--- config.mk ---
export PLATFORM = sky130hd
export DESIGN_NAME = mucr_config_regs
export DESIGN_NICKNAME = d
export VERILOG_FILES = /design/src/hw/mucr_pkg.sv /design/src/hw/mucr_bank_decode.sv /design/src/hw/mucr_config_regs.sv
export VERILOG_INCLUDE_DIRS = /design/src /design/src/hw
export SDC_FILE = /design/constraint.sdc
export NUM_CORES = 1
export LEC_CHECK = 0
export BUFFER_PORTS_ARGS = -buffer_cell sky130_fd_sc_hd__buf_2
export CORE_ASPECT_RATIO = 0.7
export CORE_UTILIZATION = 40
export CTS_CLUSTER_SIZE = 12
export DETAILED_ROUTE_END_ITERATION = 16
export PLACE_DENSITY = 0.7
export SYNTH_ARGS = -nofsm -noshare
export SYNTH_HDL_FRONTEND = slang
export SYNTH_HIERARCHICAL = 1
export SYNTH_SLANG_ARGS = --single-unit
--- constraint.sdc ---
create_clock -name clk -period 1.6 [get_ports clk]
set_clock_uncertainty 0.15 [all_clocks]
set_input_delay 0.24 -clock clk [delete_from_list [all_inputs] [get_ports clk]]
set_output_delay 0.24 -clock clk [all_outputs]
set_load 0.02 [all_outputs]
--- src/hw/mucr_cfg.svh ---
`ifndef MUCR_CFG_SVH
`define MUCR_CFG_SVH

// register addresses on the processor bus
`define MUCR_ADDR_MAIN_CONFIG   16'hD380
`define MUCR_ADDR_AUX_CONFIG    16'hD381
`define MUCR_ADDR_EXP_CART_CFG  16'hD382
`define MUCR_ADDR_COLD_FLAG     16'hD383
`define MUCR_ADDR_BUTTON_STAT   16'hD384
`define MUCR_ADDR_CLOCK_PORT    16'hD3E2
`define MUCR_ADDR_CART_CTRL     16'hD5E0
`define MUCR_ADDR_BANKING_PORT  16'hD301

// field positions
`define MUCR_MAIN_LOCK_BIT      7
`define MUCR_MAIN_DOS_OFF_BIT   4
`define MUCR_AUX_FLASH_WP_BIT   7
`define MUCR_AUX_SOUND_BIT      6
`define MUCR_EXP_BUTTON_BIT     3
`define MUCR_EXP_EMUL_BIT       2
`define MUCR_COLD_FLAG_BIT      7
`define MUCR_STAT_BUTTON_BIT    5
`define MUCR_STAT_UPPER_BIT     6
`define MUCR_CLK_SDI_BIT        3
`define MUCR_CLK_SDO_BIT        2
`define MUCR_CLK_SCLK_BIT       1
`define MUCR_CLK_CE_BIT         0

// reset values
`define MUCR_MAIN_RESET         8'h00
`define MUCR_AUX_RESET          8'h00
`define MUCR_EXP_RESET          8'h00
`define MUCR_CART_FORCED        8'h80
`define MUCR_BANKING_RESET      8'hFF

// flash region bases and video add-on bases
`define MUCR_OS_ROM_BASE        19'h70000
`define MUCR_GAME_ROM_BASE      19'h68000
`define MUCR_LANG_ROM_BASE      19'h60000
`define MUCR_VIDEO_BASE_LO      16'hD640
`define MUCR_VIDEO_BASE_HI      16'hD740

`endif

--- src/hw/mucr_pkg.sv ---
package mucr_pkg;

  // extended memory scheme, as held in the main config low field
  typedef enum logic [1:0] {
    MUCR_MEM_64K   = 2'h0,
    MUCR_MEM_320K  = 2'h1,
    MUCR_MEM_576K  = 2'h2,
    MUCR_MEM_1088K = 2'h3
  } mucr_mem_e;

  typedef logic [7:0] mucr_byte_t;

endpackage : mucr_pkg

--- src/hw/mucr_bank_decode.sv ---
`timescale 1ns/1ps

// pure decode of the shadowed banking port into bank and access enables
module mucr_bank_decode (
  input  wire logic [1:0] mem_mode,
  input  wire logic [7:0] banking_port,
  output logic      [5:0] bank,
  output logic            cpu_window_en,
  output logic            video_window_en
);

  // window enables are active low on the port, as on the stock machine
  always_comb begin
    bank            = 6'h00;
    cpu_window_en   = 1'b0;
    video_window_en = 1'b0;
    case (mucr_pkg::mucr_mem_e'(mem_mode))
      mucr_pkg::MUCR_MEM_64K: begin
        bank = 6'h00;
      end
      mucr_pkg::MUCR_MEM_320K: begin
        bank            = {2'h0, banking_port[6:5], banking_port[3:2]};
        cpu_window_en   = ~banking_port[4];
        video_window_en = ~banking_port[4];
      end
      mucr_pkg::MUCR_MEM_576K: begin
        bank            = {1'h0, banking_port[7:6], banking_port[3:1]};
        cpu_window_en   = ~banking_port[4];
        video_window_en = ~banking_port[5];
      end
      mucr_pkg::MUCR_MEM_1088K: begin
        bank            = {banking_port[7:5], banking_port[3:1]};
        cpu_window_en   = ~banking_port[4];
        video_window_en = ~banking_port[4];
      end
      default: begin
        bank = 6'h00;
      end
    endcase
  end

endmodule : mucr_bank_decode

--- src/hw/mucr_config_regs.sv ---
`timescale 1ns/1ps
`include "mucr_cfg.svh"

// How it works
// - two-bit memory field picks none, 320K, 576K or 1088K banking
// - 576K bank from port bits 1,2,3,6,7; bit4 cpu, bit5 video
// - 320K bits 2,3,5,6; 1088K bits 1,2,3,5,6,7; bit4 gates both
// - auxiliary and cartridge config writable only unlocked, never readable
// - write protect bit 0 lets flash writes through, 1 blocks them
// - sound bit gives 0xD210-0xD2FF to add-on at 1, original chip at 0
// - video field: 00 at 0xD640, 01 at 0xD740, upper bit set disables
// - low four auxiliary bits drive the four decode signal outputs
// - emulation enable bit turns expansion bus emulation off or on
// - device select picks number 0,2,4,6 with masks 01,04,10,40
// - cold flag set at power-up, software writable, kept across warm reset
// - once locked, cold flag ignores writes but stays readable
// - status bit 5 reports button feature, bit 6 upper window sense
// - clock port read returns serial data input on bit 3
// - clock port write drives data out bit2, clock bit1, select bit0
// - cartridge field 0x internal, 10 external, 11 none; low six bits bank
// - external windows enabled together; button feature kills upper one
// - cartridge control held at 0x80 while the dos module is off
// - cartridge control writes still reach the external cartridge region
// - lock cannot be cleared by software, only by reset
module mucr_config_regs (
  input  wire logic        clk,
  input  wire logic        resetn,
  input  wire logic        warm_reset,
  input  wire logic [15:0] cpu_addr,
  input  wire logic [7:0]  cpu_wdata,
  input  wire logic        cpu_wr,
  input  wire logic        cpu_rd,
  input  wire logic        upper_window_sense,
  input  wire logic        clock_sdi,
  output logic      [7:0]  cpu_rdata,
  output logic             cpu_rdata_drive,
  output logic             cart_region_pass,
  output logic             config_locked,
  output logic      [5:0]  ext_bank,
  output logic             cpu_window_en,
  output logic             video_window_en,
  output logic      [18:0] os_rom_base,
  output logic      [18:0] game_rom_base,
  output logic      [18:0] lang_rom_base,
  output logic             flash_write_en,
  output logic             sound_addon_select,
  output logic      [15:0] video_addon_base,
  output logic             video_addon_en,
  output logic      [3:0]  decode_signal_outputs,
  output logic             expansion_bus_emulation,
  output logic      [7:0]  emulated_device_mask,
  output logic             button_feature_enable,
  output logic             cold_flag_bit,
  output logic             clock_sdo,
  output logic             clock_sclk,
  output logic             clock_ce,
  output logic             int_cart_en,
  output logic             ext_cart_lower_en,
  output logic             ext_cart_upper_en,
  output logic      [5:0]  internal_cartridge_bank
);

  // register state
  logic [7:0] main_q, main_d;
  logic [7:0] aux_q, aux_d;
  logic [7:0] exp_q, exp_d;
  logic       cold_q, cold_d;
  logic [7:0] bank_port_q, bank_port_d;
  logic [2:0] clk_port_q, clk_port_d;
  logic [7:0] cart_q, cart_d;
  logic [7:0] rdata_q, rdata_d;
  logic       rdrive_q, rdrive_d;
  logic       pass_q, pass_d;

  // decoded outputs, registered below so each banking port comes from a flop
  logic [5:0]  bank_c;
  logic        cpu_win_c;
  logic        vid_win_c;
  logic [5:0]  ext_bank_q;
  logic        cpu_win_q;
  logic        vid_win_q;

  logic        unlocked;
  logic        dos_off;
  logic        hit_main;
  logic        hit_aux;
  logic        hit_exp;
  logic        hit_cold;
  logic        hit_stat;
  logic        hit_clk;
  logic        hit_cart;
  logic        hit_bank;

  assign unlocked = ~main_q[`MUCR_MAIN_LOCK_BIT];
  assign dos_off  = main_q[`MUCR_MAIN_DOS_OFF_BIT];
  assign hit_main = (cpu_addr == `MUCR_ADDR_MAIN_CONFIG);
  assign hit_aux  = (cpu_addr == `MUCR_ADDR_AUX_CONFIG);
  assign hit_exp  = (cpu_addr == `MUCR_ADDR_EXP_CART_CFG);
  assign hit_cold = (cpu_addr == `MUCR_ADDR_COLD_FLAG);
  assign hit_stat = (cpu_addr == `MUCR_ADDR_BUTTON_STAT);
  assign hit_clk  = (cpu_addr == `MUCR_ADDR_CLOCK_PORT);
  assign hit_cart = (cpu_addr == `MUCR_ADDR_CART_CTRL);
  assign hit_bank = (cpu_addr == `MUCR_ADDR_BANKING_PORT);

  // banking scheme decode lives in its own leaf
  mucr_bank_decode u_bank_decode (
    .mem_mode        (main_q[1:0]),
    .banking_port    (bank_port_q),
    .bank            (bank_c),
    .cpu_window_en   (cpu_win_c),
    .video_window_en (vid_win_c)
  );

  // next state of the configuration registers
  always_comb begin
    main_d      = main_q;
    aux_d       = aux_q;
    exp_d       = exp_q;
    cold_d      = cold_q;
    bank_port_d = bank_port_q;
    clk_port_d  = clk_port_q;
    cart_d      = cart_q;
    if (cpu_wr && hit_main && unlocked) begin
      main_d = cpu_wdata;                       // lock bit can only go 0 -> 1 here
    end
    if (cpu_wr && hit_aux && unlocked) begin
      aux_d = cpu_wdata;
    end
    if (cpu_wr && hit_exp && unlocked) begin
      exp_d = cpu_wdata;
    end
    if (cpu_wr && hit_cold && unlocked) begin
      cold_d = cpu_wdata[`MUCR_COLD_FLAG_BIT];
    end
    // shadow of the port; the real port still sees the write
    if (cpu_wr && hit_bank) begin
      bank_port_d = cpu_wdata;
    end
    // one store sets all three lines at once; pacing is software's job
    if (cpu_wr && hit_clk) begin
      clk_port_d = cpu_wdata[2:0];
    end
    // gated on the dos module, not on the register itself, so a reset value of 0x80 can't lock it
    if (cpu_wr && hit_cart && !dos_off) begin
      cart_d = cpu_wdata;
    end
    if (dos_off) begin
      cart_d = `MUCR_CART_FORCED;
    end
    // a warm reset unlocks and resets config but keeps the cold flag
    if (warm_reset) begin
      main_d      = `MUCR_MAIN_RESET;
      aux_d       = `MUCR_AUX_RESET;
      exp_d       = `MUCR_EXP_RESET;
      bank_port_d = `MUCR_BANKING_RESET;
      clk_port_d  = 3'h0;
      cart_d      = `MUCR_CART_FORCED;
      cold_d      = cold_q;
    end
  end

  // read path: write-only locations leave the bus undriven
  always_comb begin
    rdata_d  = 8'h00;
    rdrive_d = 1'b0;
    pass_d   = 1'b0;
    if (cpu_rd) begin
      if (hit_cold) begin
        rdata_d  = {cold_q, 7'h00};             // readable locked or not
        rdrive_d = 1'b1;
      end else if (hit_stat) begin
        rdata_d[`MUCR_STAT_BUTTON_BIT] = exp_q[`MUCR_EXP_BUTTON_BIT];
        rdata_d[`MUCR_STAT_UPPER_BIT]  = upper_window_sense;
        rdrive_d = 1'b1;
      end else if (hit_clk) begin
        rdata_d[`MUCR_CLK_SDI_BIT] = clock_sdi;
        rdrive_d = 1'b1;
      end
    end
    // aux and cartridge config are never read back
    // cartridge control store is also passed on to the cartridge region
    if (cpu_wr && hit_cart) begin
      pass_d = 1'b1;
    end
  end

  // power-on reset only here; warm reset is handled in the next-state logic
  always_ff @(posedge clk or negedge resetn) begin
    if (!resetn) begin
      main_q      <= `MUCR_MAIN_RESET;
      aux_q       <= `MUCR_AUX_RESET;
      exp_q       <= `MUCR_EXP_RESET;
      cold_q      <= 1'b1;
      bank_port_q <= `MUCR_BANKING_RESET;
      clk_port_q  <= 3'h0;
      cart_q      <= `MUCR_CART_FORCED;
      rdata_q     <= 8'h00;
      rdrive_q    <= 1'b0;
      pass_q      <= 1'b0;
      ext_bank_q  <= 6'h00;
      cpu_win_q   <= 1'b0;
      vid_win_q   <= 1'b0;
    end else begin
      main_q      <= main_d;
      aux_q       <= aux_d;
      exp_q       <= exp_d;
      cold_q      <= cold_d;
      bank_port_q <= bank_port_d;
      clk_port_q  <= clk_port_d;
      cart_q      <= cart_d;
      rdata_q     <= rdata_d;
      rdrive_q    <= rdrive_d;
      pass_q      <= pass_d;
      ext_bank_q  <= bank_c;
      cpu_win_q   <= cpu_win_c;
      vid_win_q   <= vid_win_c;
    end
  end

  // bus answer and banking outputs
  assign cpu_rdata        = rdata_q;
  assign cpu_rdata_drive  = rdrive_q;
  assign cart_region_pass = pass_q;
  assign config_locked    = main_q[`MUCR_MAIN_LOCK_BIT];
  assign ext_bank         = ext_bank_q;
  assign cpu_window_en    = cpu_win_q;
  assign video_window_en  = vid_win_q;

  // flash region bases, each a slice of a register
  assign os_rom_base   = `MUCR_OS_ROM_BASE   + {3'h0, main_q[3:2], 14'h0000};
  assign game_rom_base = `MUCR_GAME_ROM_BASE + {4'h0, exp_q[7:6], 13'h0000};
  assign lang_rom_base = `MUCR_LANG_ROM_BASE + {4'h0, exp_q[5:4], 13'h0000};

  // auxiliary decode controls
  assign flash_write_en        = ~aux_q[`MUCR_AUX_FLASH_WP_BIT];
  assign sound_addon_select    = aux_q[`MUCR_AUX_SOUND_BIT];
  assign video_addon_base      = aux_q[4] ? `MUCR_VIDEO_BASE_HI
                                          : `MUCR_VIDEO_BASE_LO;
  assign video_addon_en        = ~aux_q[5];
  assign decode_signal_outputs = aux_q[3:0];

  // expansion bus emulation; mask is zero while emulation is off
  assign expansion_bus_emulation = exp_q[`MUCR_EXP_EMUL_BIT];
  assign emulated_device_mask    = exp_q[`MUCR_EXP_EMUL_BIT] ?
                                   (8'h01 << {exp_q[1:0], 1'b0}) : 8'h00;
  assign button_feature_enable   = exp_q[`MUCR_EXP_BUTTON_BIT];
  assign cold_flag_bit           = cold_q;

  // serial clock chip lines come straight from the port flops
  assign clock_sdo  = clk_port_q[`MUCR_CLK_SDO_BIT];
  assign clock_sclk = clk_port_q[`MUCR_CLK_SCLK_BIT];
  assign clock_ce   = clk_port_q[`MUCR_CLK_CE_BIT];    // 1 selects the chip

  // cartridge enables; button feature hides only the upper window
  assign int_cart_en             = ~cart_q[7];
  assign ext_cart_lower_en       = (cart_q[7:6] == 2'h2);
  assign ext_cart_upper_en       = (cart_q[7:6] == 2'h2) &&
                                   !exp_q[`MUCR_EXP_BUTTON_BIT];
  assign internal_cartridge_bank = cart_q[5:0];

endmodule : mucr_config_regs

==> metrics.yaml <==
violations: "negative setup slack"
pwr-share-seq_pct: 48.5
r2r-end: "main_q[3]"
grt_pass1_vias: 2141
p_clk_share_pct: 39.2
first_iter_violations: 124
io_pins: 153
root_buffer: "clkbuf_16"
crit_arrival_ps: 1660
finalSetupViolCount: 6
port-buffer-count: 78
num_rows: 26
p_sw_uw: 800
peakVddDrop_v: 0.000407
max_stage_delay_ps: 510
slowest_stage: "or4_4"
drive_above_1_share_pct: 36.1
dpl_cell_area_um2: 3490
end_kind: "flop"
final_max_slew_viol_count: 0
diodes: 0
wirelength_met1_mm: 3.18
grt_util_all_layers_pct: 16.9
dr_wl_met2_mm: 3.39
setup_slack_ps: -43.8
clock-sinks: 55
core-area_um2: 7550
max_freq_mhz: 608
wl_per_cell_um: 14.1
drc: 0
grt_max_degree: 41
fin_hold_ws_ps: 3.28
start_util_pct: 42.6
highest_layer: "met4"
die-width_um: 109
min_period_ps: 1640
hp-start: "clock_sdi"
syn_inst: 317
min_to: "cpu_rdata[3]"
seq_area_um2: 1390
status: "finished, violations left"
fillers: 743
p_leak_uw: 0.00205
path_cells: "nor3_4, nand4_2, or4_4, mux2i_1"
fin_area_um2: 3690
nNetsFinal: 434
cts.reportedPaths.clkPinSlew_ps: 70
clockBufferDepth: 2
power_density_nw_per_um2: 776
drt.antenna.violating_nets: 0
dr_total_vias: 2268
rr_startpoint: "main_q[7]"
grt_pass1_wl_mm: 10.9
area_growth_pct: 14.9
gp_congestion: 0.850
maxCapViolCount: 0
worst_ep_required_time_ps: 1620
syn-cell-area_um2: 3210
numCtsBuffers: 5
hold_class: "in -> reg"
fin_util_pct: 48.9
critPathMaxFanout: 6
cts_tree: "done"
synth_warnings: 6
dieHeight_um: 77.0
combPwrFrac_pct: 12.3
multiInputGateArea_um2: 1340
r2r_cells: 4
reg2reg_setup_slack_ps: -40
min_path_cells: 3
p_sw_share_pct: 27.9
hold_viol: 0
internal-power_uw: 2060
drt_pass1_iterations: 4
routed_wl_mm: 7.09
htreeDepth: 2
start_kind: "flop"
via_per_inst: 4.52
p_total_uw: 2860
crit_type: "reg -> reg"
dieArea_um2: 8400
rsz0062_at_grt: "true"
wl_met3_um: 495
period_share_pct: 103
clock_latency_ps: 290
antenna_found_initial: 0
dp_hpwl_mm: 5.59
syn_avg_cell_area_um2: 10.1
overflow: 0
[cell type report]
cell class                      instances  area share [%]
Clock buffer                            5            3.39
Clock inverter                          3           0.746
Inverter                                7           0.712
Multi-Input combinational cell        225            36.2
Sequential cell                        55            37.6
Tap cell                               98            3.32
Timing Repair Buffer                  109            18.0
[what timing repair did]
action | CTS | global route
endpoints found under the hold margin | 15 | 0
hold buffers | 1 | 0
endpoints found under the setup margin | 10 | 12
resized for setup | 3 | 6
pin swaps | 1 | 0
setup buffers | 0 | 0
[state kept, by name, summed over array words and instances, names as in the netlist, 3 cells and up]
| register | count |
|---|---|
| cpu_rdata | 4 |
| exp_q | 8 |
| ext_bank | 6 |
| clk_port_q | 3 |
| bank_port_q | 7 |
| main_q | 6 |
| cart_q | 8 |
| aux_q | 8 |
[critical path: cells and delay by family, from the launching register on]
kind | cells | cell delay, ps
and+or+nand+nor | 3 | 780
DFF | 1 | 430
muxes | 1 | 160
[layer usage]
| layer | track usage [%] | vias up |
|---|---|---|
| met5 | 0 | - |
| met4 | 3.92 | 0 |
| met3 | 4.85 | 2 |
| met2 | 26.2 | 78 |
| met1 | 23.2 | 1107 |
| li1 | - | 1081 |
[stage by stage]
| stage | worst slack [ps] | setup TNS, ps | instances |
|---|---|---|---|
| 2_1_floorplan | -77.2 | -432 | 389 |
| 4_1_cts | -53.7 | -205 | 502 |
| 6_report | -43.8 | -171 | 502 |
| 3_3_place_gp | -158 | -3930 | 493 |
| 5_1_grt | -84.0 | -442 | 502 |
| 3_5_place_dp | -243 | -4570 | 493 |
[worst max path at each step]
| stage | endpoint | from | depth (start not counted) |
|---|---|---|---|
| 2_1_floorplan | main_q[0] | main_q[7] | 5 |
| 3_3_place_gp | cart_q[3] | cpu_addr[13] | 5 |
| 3_5_place_dp | cart_q[5] | cpu_addr[13] | 5 |
| 4_1_cts | main_q[3] | main_q[7] | 4 |
| 5_1_grt | main_q[2] | main_q[7] | 4 |
| 6_report | main_q[3] | main_q[7] | 4 |
[layout by cell type (no fill, tap or decap), types with 2 or more instances in the layout]
cell / n
o21ai_0: 8
a21oi_1: 2
and3_1: 5
nor3_1: 2
buf_4: 27
clkbuf_16: 5
nand4_1: 2
conb_1: 74
and4bb_2: 3
and3_2: 2
nand3_1: 17
inv_1: 6
buf_12: 3
buf_2: 78
dfrtp_1: 45
mux2i_1: 25
a22o_1: 9
nor2_1: 10
nand2_1: 37
nand2b_1: 2
dfstp_2: 9
nand4_2: 2
[power by group through the flow]
| stage | Clock, µW | Combinational (µW) | Sequential (µW) |
|---|---|---|---|
| after floorplan | 0 | 346 | 1420 |
| after global placement | 0 | 339 | 1420 |
| after detailed placement | 0 | 345 | 1420 |
| after CTS | 1150 | 348 | 1390 |
| after global routing | 1200 | 382 | 1390 |
| final | 1120 | 352 | 1390 |
Power figures use the tool's default switching activity.
